**src/inc/emb_regs.svh**
```systemverilog
// Purpose: Register map, field positions and widths of the multiplier block.
// Assumes: 32-bit AXI4-Lite data, one aligned word per register.
// Notes: Definitions only.
`ifndef EMB_REGS_SVH
`define EMB_REGS_SVH

`define EMB_WIDE_W 18
`define EMB_HALF_W 9
`define EMB_PROD_W 36
`define EMB_SECT_W 18
`define EMB_LANES 2

`define EMB_ADDR_W 5
`define EMB_CTRL_ADDR 5'h00
`define EMB_PRODLO_ADDR 5'h04
`define EMB_PRODHI_ADDR 5'h08
`define EMB_STATUS_ADDR 5'h0C

`define EMB_CTRL_MODE 0
`define EMB_CTRL_REGA 1
`define EMB_CTRL_REGB 2
`define EMB_CTRL_REGSA 3
`define EMB_CTRL_REGSB 4
`define EMB_CTRL_REGOUT 5
`define EMB_CTRL_SIGNUSE 6
`define EMB_CTRL_W 7
`define EMB_CTRL_RESET 7'h00

`define EMB_PRODHI_W 4
`define EMB_PRODHI_SIGNED 8
`define EMB_STATUS_W 3

`define EMB_RESP_OKAY 2'h0
`define EMB_RESP_SLVERR 2'h2

`endif

```
**src/inc/emb_pkg.sv**
```systemverilog
// Purpose: Types shared by the multiplier block files.
// Assumes: emb_regs.svh supplies all widths.
// Notes: Configuration, operand and product carriers.
`include "emb_regs.svh"

package emb_pkg;

    typedef enum logic {
        EMB_MODE_WIDE = 1'b0,
        EMB_MODE_DUAL = 1'b1
    } emb_mode_t;

    typedef struct packed {
        logic signUse;
        logic regOut;
        logic regSignB;
        logic regSignA;
        logic regB;
        logic regA;
        emb_mode_t mode;
    } emb_cfg_t;

    typedef struct packed {
        logic [`EMB_WIDE_W-1:0] dataA;
        logic [`EMB_WIDE_W-1:0] dataB;
        logic signA;
        logic signB;
    } emb_opnd_t;

    typedef struct packed {
        logic [`EMB_PROD_W-1:0] value;
        logic isSigned;
    } emb_prod_t;

endpackage : emb_pkg

```
**src/verilog/emb_mult_top.sv**
```systemverilog
// Purpose: Multiplier block with its AXI4-Lite configuration and status port.
// Assumes: Fabric drives operands, enable and clear on the clk domain.
// Notes: The product port is live; software sees a per-cycle snapshot.
`timescale 1ns/10ps
`include "emb_regs.svh"

module emb_mult_top
    import emb_pkg::*;
(
    input wire logic clk,
    input wire logic reset,
    input wire logic [`EMB_ADDR_W-1:0] s_axi_awaddr,
    input wire logic s_axi_awvalid,
    output logic s_axi_awready,
    input wire logic [31:0] s_axi_wdata,
    input wire logic [3:0] s_axi_wstrb,
    input wire logic s_axi_wvalid,
    output logic s_axi_wready,
    output logic [1:0] s_axi_bresp,
    output logic s_axi_bvalid,
    input wire logic s_axi_bready,
    input wire logic [`EMB_ADDR_W-1:0] s_axi_araddr,
    input wire logic s_axi_arvalid,
    output logic s_axi_arready,
    output logic [31:0] s_axi_rdata,
    output logic [1:0] s_axi_rresp,
    output logic s_axi_rvalid,
    input wire logic s_axi_rready,
    input wire logic mulClkEn,
    input wire logic mulAclr,
    input wire emb_opnd_t opnd,
    output emb_prod_t prod
);

    emb_cfg_t cfg_r;
    emb_prod_t liveProd;
    emb_prod_t snap_r;
    logic [`EMB_ADDR_W-1:0] awAddr_r;
    logic awHeld_r;
    logic [31:0] wData_r;
    logic [3:0] wStrb_r;
    logic wHeld_r;
    logic awTake;
    logic wTake;
    logic doWrite;
    logic [`EMB_ADDR_W-1:0] wrAddr;
    logic [31:0] wrData;
    logic [3:0] wrStrb;
    logic [31:0] rdData;
    logic rdHit;

    emb_mult_core uCore (
        .clk(clk),
        .aclr(mulAclr),
        .clkEn(mulClkEn),
        .cfg(cfg_r),
        .opnd(opnd),
        .prod(liveProd)
    );

    assign prod = liveProd;

    // Address and data are taken in either order and held until both exist.
    assign awTake = s_axi_awvalid & s_axi_awready;
    assign wTake = s_axi_wvalid & s_axi_wready;
    assign wrAddr = awHeld_r ? awAddr_r : s_axi_awaddr;
    assign wrData = wHeld_r ? wData_r : s_axi_wdata;
    assign wrStrb = wHeld_r ? wStrb_r : s_axi_wstrb;
    assign doWrite = (awHeld_r | awTake) & (wHeld_r | wTake) & ~s_axi_bvalid;

    always_ff @(posedge clk) begin
        if (reset) begin
            s_axi_awready <= 1'b0;
            s_axi_wready <= 1'b0;
        end else begin
            s_axi_awready <= ~doWrite & ~(awHeld_r | awTake)
                & ~s_axi_bvalid;
            s_axi_wready <= ~doWrite & ~(wHeld_r | wTake) & ~s_axi_bvalid;
        end
    end

    always_ff @(posedge clk) begin
        if (reset) begin
            awHeld_r <= 1'b0;
            awAddr_r <= '0;
        end else if (doWrite) begin
            awHeld_r <= 1'b0;
        end else if (awTake) begin
            awHeld_r <= 1'b1;
            awAddr_r <= s_axi_awaddr;
        end
    end

    always_ff @(posedge clk) begin
        if (reset) begin
            wHeld_r <= 1'b0;
            wData_r <= '0;
            wStrb_r <= '0;
        end else if (doWrite) begin
            wHeld_r <= 1'b0;
        end else if (wTake) begin
            wHeld_r <= 1'b1;
            wData_r <= s_axi_wdata;
            wStrb_r <= s_axi_wstrb;
        end
    end

    // The control word steers mode, register bypasses and sign use.
    always_ff @(posedge clk) begin
        if (reset) begin
            cfg_r <= emb_cfg_t'(`EMB_CTRL_RESET);
        end else if (doWrite && wrAddr == `EMB_CTRL_ADDR && wrStrb[0]) begin
            cfg_r <= emb_cfg_t'(wrData[`EMB_CTRL_W-1:0]);
        end
    end

    always_ff @(posedge clk) begin
        if (reset) begin
            s_axi_bvalid <= 1'b0;
            s_axi_bresp <= `EMB_RESP_OKAY;
        end else if (doWrite) begin
            s_axi_bvalid <= 1'b1;
            s_axi_bresp <= (wrAddr == `EMB_CTRL_ADDR) ? `EMB_RESP_OKAY
                : `EMB_RESP_SLVERR;
        end else if (s_axi_bready) begin
            s_axi_bvalid <= 1'b0;
        end
    end

    // Snapshot of the live product for software.
    always_ff @(posedge clk) begin
        if (reset) begin
            snap_r <= '0;
        end else begin
            snap_r <= liveProd;
        end
    end

    always_comb begin
        rdData = '0;
        rdHit = 1'b1;
        case (s_axi_araddr)
            `EMB_CTRL_ADDR: begin
                rdData[`EMB_CTRL_W-1:0] = cfg_r;
            end
            `EMB_PRODLO_ADDR: begin
                rdData = snap_r.value[31:0];
            end
            `EMB_PRODHI_ADDR: begin
                rdData[`EMB_PRODHI_W-1:0] =
                    snap_r.value[`EMB_PROD_W-1:`EMB_PROD_W-`EMB_PRODHI_W];
                rdData[`EMB_PRODHI_SIGNED] = snap_r.isSigned;
            end
            `EMB_STATUS_ADDR: begin
                rdData[`EMB_STATUS_W-1:0] = {opnd.signB, opnd.signA,
                    cfg_r.mode};
            end
            default: begin
                rdHit = 1'b0;
            end
        endcase
    end

    always_ff @(posedge clk) begin
        if (reset) begin
            s_axi_arready <= 1'b0;
        end else begin
            s_axi_arready <= ~s_axi_rvalid & ~s_axi_arready;
        end
    end

    always_ff @(posedge clk) begin
        if (reset) begin
            s_axi_rvalid <= 1'b0;
            s_axi_rdata <= '0;
            s_axi_rresp <= `EMB_RESP_OKAY;
        end else if (s_axi_arvalid && s_axi_arready) begin
            s_axi_rvalid <= 1'b1;
            s_axi_rdata <= rdData;
            s_axi_rresp <= rdHit ? `EMB_RESP_OKAY : `EMB_RESP_SLVERR;
        end else if (s_axi_rready) begin
            s_axi_rvalid <= 1'b0;
        end
    end

endmodule : emb_mult_top

```
**src/verilog/emb_mult_core.sv**
```systemverilog
// Purpose: Multiplier stage with optional input, sign and output registers.
// Assumes: Shared clock, clock enable and asynchronous clear.
// Notes: Dual mode packs lane 1 above lane 0 in the product.
`timescale 1ns/10ps
`include "emb_regs.svh"

module emb_mult_core
    import emb_pkg::*;
(
    input wire logic clk,
    input wire logic aclr,
    input wire logic clkEn,
    input wire emb_cfg_t cfg,
    input wire emb_opnd_t opnd,
    output emb_prod_t prod
);

    localparam int W = `EMB_WIDE_W;
    localparam int H = `EMB_HALF_W;
    localparam int S = `EMB_SECT_W;

    logic [W-1:0] aReg_r;
    logic [W-1:0] bReg_r;
    logic saReg_r;
    logic sbReg_r;
    logic sgnReg_r;
    logic [S-1:0] outSec_r [`EMB_LANES];
    logic [W-1:0] aUse;
    logic [W-1:0] bUse;
    logic saUse;
    logic sbUse;
    logic signed [2*W+1:0] wideP;
    logic [S-1:0] laneP [`EMB_LANES];
    logic [`EMB_PROD_W-1:0] rawP;

    always_ff @(posedge clk or posedge aclr) begin
        if (aclr) begin
            aReg_r <= '0;
        end else if (clkEn) begin
            aReg_r <= opnd.dataA;
        end
    end

    always_ff @(posedge clk or posedge aclr) begin
        if (aclr) begin
            bReg_r <= '0;
        end else if (clkEn) begin
            bReg_r <= opnd.dataB;
        end
    end

    always_ff @(posedge clk or posedge aclr) begin
        if (aclr) begin
            saReg_r <= 1'b0;
            sbReg_r <= 1'b0;
        end else if (clkEn) begin
            saReg_r <= opnd.signA;
            sbReg_r <= opnd.signB;
        end
    end

    assign aUse = cfg.regA ? aReg_r : opnd.dataA;
    assign bUse = cfg.regB ? bReg_r : opnd.dataB;
    // Sign inputs are live or registered per regSignA/regSignB; signUse low means unsigned.
    assign saUse = cfg.signUse & (cfg.regSignA ? saReg_r : opnd.signA);
    assign sbUse = cfg.signUse & (cfg.regSignB ? sbReg_r : opnd.signB);

    // One extra bit per operand carries the sign or a zero.
    assign wideP = $signed({saUse & aUse[W-1], aUse})
        * $signed({sbUse & bUse[W-1], bUse});

    genvar g;
    generate
        for (g = 0; g < `EMB_LANES; g++) begin : gLane
            logic [H-1:0] la;
            logic [H-1:0] lb;
            logic signed [2*H+1:0] lp;
            assign la = aUse[g*H +: H];
            assign lb = bUse[g*H +: H];
            // Both lanes follow the single pair of sign controls.
            assign lp = $signed({saUse & la[H-1], la})
                * $signed({sbUse & lb[H-1], lb});
            assign laneP[g] = lp[S-1:0];

            always_ff @(posedge clk or posedge aclr) begin
                if (aclr) begin
                    outSec_r[g] <= '0;
                end else if (clkEn) begin
                    outSec_r[g] <= rawP[g*S +: S];
                end
            end
        end
    endgenerate

    assign rawP = (cfg.mode == EMB_MODE_DUAL) ? {laneP[1], laneP[0]}
        : wideP[`EMB_PROD_W-1:0];

    always_ff @(posedge clk or posedge aclr) begin
        if (aclr) begin
            sgnReg_r <= 1'b0;
        end else if (clkEn) begin
            sgnReg_r <= saUse | sbUse;
        end
    end

    assign prod.value = cfg.regOut ? {outSec_r[1], outSec_r[0]} : rawP;
    assign prod.isSigned = cfg.regOut ? sgnReg_r : (saUse | sbUse);

endmodule : emb_mult_core

```
**config.mk**
```make
export PLATFORM = sky130hd
export DESIGN_NAME = emb_mult_top
export DESIGN_NICKNAME = d
export VERILOG_FILES = /design/src/inc/emb_pkg.sv /design/src/verilog/emb_mult_top.sv /design/src/verilog/emb_mult_core.sv
export VERILOG_INCLUDE_DIRS = /design/src /design/src/inc
export SDC_FILE = /design/constraint.sdc
export NUM_CORES = 2
export LEC_CHECK = 0
export CAP_MARGIN = 15
export CORE_ASPECT_RATIO = 2
export CORE_MARGIN = 2
export CORE_UTILIZATION = 61
export CTS_BUF_LIST = sky130_fd_sc_hd__clkbuf_4 sky130_fd_sc_hd__clkbuf_8
export CTS_CLUSTER_SIZE = 8
export DETAILED_ROUTE_END_ITERATION = 8
export DONT_BUFFER_PORTS = 1
export PLACE_DENSITY = 0.8
export SETUP_SLACK_MARGIN = 0.15
export SLEW_MARGIN = 20
export SYNTH_ARGS = -nofsm -noshare
export SYNTH_HDL_FRONTEND = slang
export SYNTH_SLANG_ARGS = --single-unit
```
**constraint.sdc**
```tcl
create_clock -name clk -period 8.43 [get_ports clk]
set_input_delay 0.843 -clock clk [delete_from_list [all_inputs] [get_ports clk]]
set_output_delay 0.843 -clock clk [all_outputs]
set_load 0.01 [all_outputs]
```
==> impl_metrics.ini <==
[final_layout]
num_antenna_cells = 0
final_cell_mix = inv_1 (522), fa_1 (407), nor2_1 (286)
regArea_um2 = 3850
final_common_cell = inv_1
area_growth_pct = 19.0
fin_area_um2 = 29700
multi_input_area_um2 = 19800
layout-drive-gt1-share_pct = 23.0
finalNetCount = 3632
nFillCells = 2863

[synthesis]
synth.distinct_cells = 81
netlist_area_um2 = 24900
ys_seq_area_share_pct = 15.4
async_flop_share_pct = 43.4
synth_cells = 2664
syn_avg_cell_area_um2 = 9.36
synth_enable_flop_cells = 0
synth_warnings = 0
ys_ff_latch = 173
synth_ff_type = dfxtp_1

[detailed_routing]
drtIter0Drc = 1865
via_per_inst = 6.15
m1WireLength_um = 25300
drc = 0
num_vias = 21200
wl_um = 89700
wl_per_cell_um = 26.0
antenna_left = 0
drt-pass1-iter-count = 6
top_layer_used = met4
wl_met3_um = 8130
dr_wl_met2_um = 44100

[timing]
fin_crit_sh_pct = 104
worst_pin_slew_ns = 1.11
rsz0062_at_grt = yes
finalSetupViolCount = 14
fmax_mhz = 114
relSlewSlack_pct = 25.6
drv_slew = 0
hold_violations = 0
min_period_ns = 8.78
finClkSkew_ns = 0.0240
fin_ws_ns = -0.349

[cts]
cts_tree = built
cts.path.max_buffers = 2
clockRootBuffer = clkbuf_8
htreeDepth = 4
clkLatencyLatePin_ns = 0.52
cts_sinks = 173
path_clk_slew_ns = 0.11
cts_buffers = 17

[global_routing]
globalRouteOverflowTotal = 0
antenna_found_initial = 0
grt_util_all_layers_pct = 41.8
grt_pass1_wl_um = 131000
grt_max_degree = 91
first_global_vias = 22800

[placement]
placed_cell_area_um2 = 26800
dp_hpwl_um = 68500
pre_cts_ws_ns = -0.158
io_buffers = 0
place_congestion = 1.07

[critical_path]
path_max_fanout = 7
critPathKind = reg -> out
cp.required_ns = 7.59
cp_data_arrival_time_ns = 7.94
reg2regPathDepth = 29
critPathLaunchType = flop
setup.worst_path.end_class = output port
slowest_stage = fa_1
max_stage_delay_ns = 0.76

[floorplanning]
initial_core_util_pct = 61.8
rows = 104
pin_count = 171
die_area_um2 = 42600
dieHeight_um = 290
die_w_um = 147
core_area_um2 = 40300

[worst_hold_path]
hold_class = in -> async

[status]
violations = negative setup slack
status = finished with violations

[run]
cap_violations = 0
[registers in the layout, summed over array words and instances (netlist names)]
signal	cells
awAddr_r	5
awHeld_r	1
cfg_r	7
s_axi_arready	1
s_axi_awready	1
s_axi_bresp	1
s_axi_bvalid	1
s_axi_rdata	32
s_axi_rresp	1
s_axi_rvalid	1
s_axi_wready	1
snap_r	37
uCore.aReg_r	18
uCore.bReg_r	18
uCore.outSec_r	36
uCore.saReg_r	1
uCore.sbReg_r	1
uCore.sgnReg_r	1
wData_r	7
wHeld_r	1
wStrb_r	1
[synthesized netlist by cell type (all sizes together) (9+ instances only)]
| cell | count | share of area (%) |
|---|---|---|
| inv | 544 | 8.2 |
| fa | 450 | 36 |
| nor2 | 302 | 4.6 |
| nand2 | 255 | 3.8 |
| ha | 184 | 9.2 |
| mux2 | 104 | 4.7 |
| dfxtp | 98 | 7.9 |
| a21oi | 86 | 1.7 |
| clkbuf | 78 | 1.3 |
| dfrtp | 75 | 7.5 |
| mux2i | 63 | 2.5 |
| xnor2 | 47 | 1.7 |
| o21ai | 40 | 0.80 |
| a22oi | 34 | 1.0 |
| a211oi | 32 | 1.0 |
| a21o | 26 | 0.79 |
| xor2 | 26 | 0.91 |
| nor3 | 23 | 0.46 |
| and2 | 19 | 0.48 |
| buf | 16 | 0.35 |
| nand3 | 15 | 0.30 |
| a31oi | 14 | 0.38 |
| o21a | 13 | 0.39 |
| or3 | 12 | 0.33 |
| nor2b | 9 | 0.23 |
[worst max-delay path, delay by kind of cell, from the launching register on]
| family | cells | cell delay (ns) |
|---|---|---|
| fa+ha+maj | 8 | 3.94 |
| compound gates | 6 | 1.22 |
| flops | 1 | 0.41 |
| simple gates | 2 | 0.11 |
| mux | 1 | 0.36 |
| buf+inv | 11 | 1.35 |
[cells by family (layout without fill, tap and decap cells)]
group           count (synthesis)  count (layout)  share of synthesized area (%)
other cells                     1               2                         0.0150
xor+xnor                       73              73                           2.59
simple gates                  670             670                           11.2
mux                           169             169                           7.42
buf+inv                       639             892                           9.89
flops                         173             173                           15.4
fa+ha+maj                     634             634                           45.4
compound gates                305             305                           8.17
[stage by stage]
stage | utilization (%) | TNS, ns | hold WS (ns) | instances
3_3_place_gp | 66.4 | -0.193 | 0.449 | 3300
4_1_cts | 70.9 | 0 | 0.0924 | 3402
3_5_place_dp | 66.4 | -0.547 | 0.456 | 3300
2_1_floorplan | - | 0 | 0.443 | 2665
6_report | 73.6 | -2.36 | 0.100 | 3448
5_1_grt | 73.6 | -3.13 | 0.0958 | 3448
[area by class of cell]
cell class              instances  share of cell area (%)
repair buffers                315                    9.51
well taps                     530                    2.23
multi-input cells            1853                    66.9
clock inverters                15                   0.721
clock buffers                  17                   0.788
inverters                     545                    6.92
flip-flops and latches        173                    13.0
[per-layer routing]
layer | track usage [%] | up-vias
li1 | - | 8803
met1 | 39.3 | 10500
met2 | 71.2 | 1331
met3 | 11.3 | 622
met4 | 40.9 | 0
met5 | 0 | -
[worst paths after layout]
path / to / slack, ns / from
worst max-delay path: prod[30] / -0.35 / cfg_r[2]$_SDFFE_PP0P_
worst min-delay path: uCore.outSec_r[28]$_DFFE_PP0P_ / 0.10 / mulAclr
worst max register to register: snap_r[36]$_SDFF_PP0_ / 0.36 / cfg_r[2]$_SDFFE_PP0P_
worst min register to register: s_axi_rdata[18]$_SDFFE_PP0P_ / 0.48 / snap_r[19]$_SDFF_PP0_
max in group asynchronous: uCore.aReg_r[14]$_DFFE_PP0P_ / 7.14 / mulAclr
min in group clk: s_axi_rdata[9]$_SDFFE_PP0P_ / 0.39 / reset
[what timing repair did]
item                                    CTS  global route
gates resized for setup                 162           140
hold buffers                              0             0
endpoints found under the setup margin   21            23
setup buffers                            65            45
pin swaps                                68            91
cloned                                    5             1
Power is left out: the tool's default activity adds up to more than one toggle a clock period on the data nets, which glitch-free logic cannot reach.
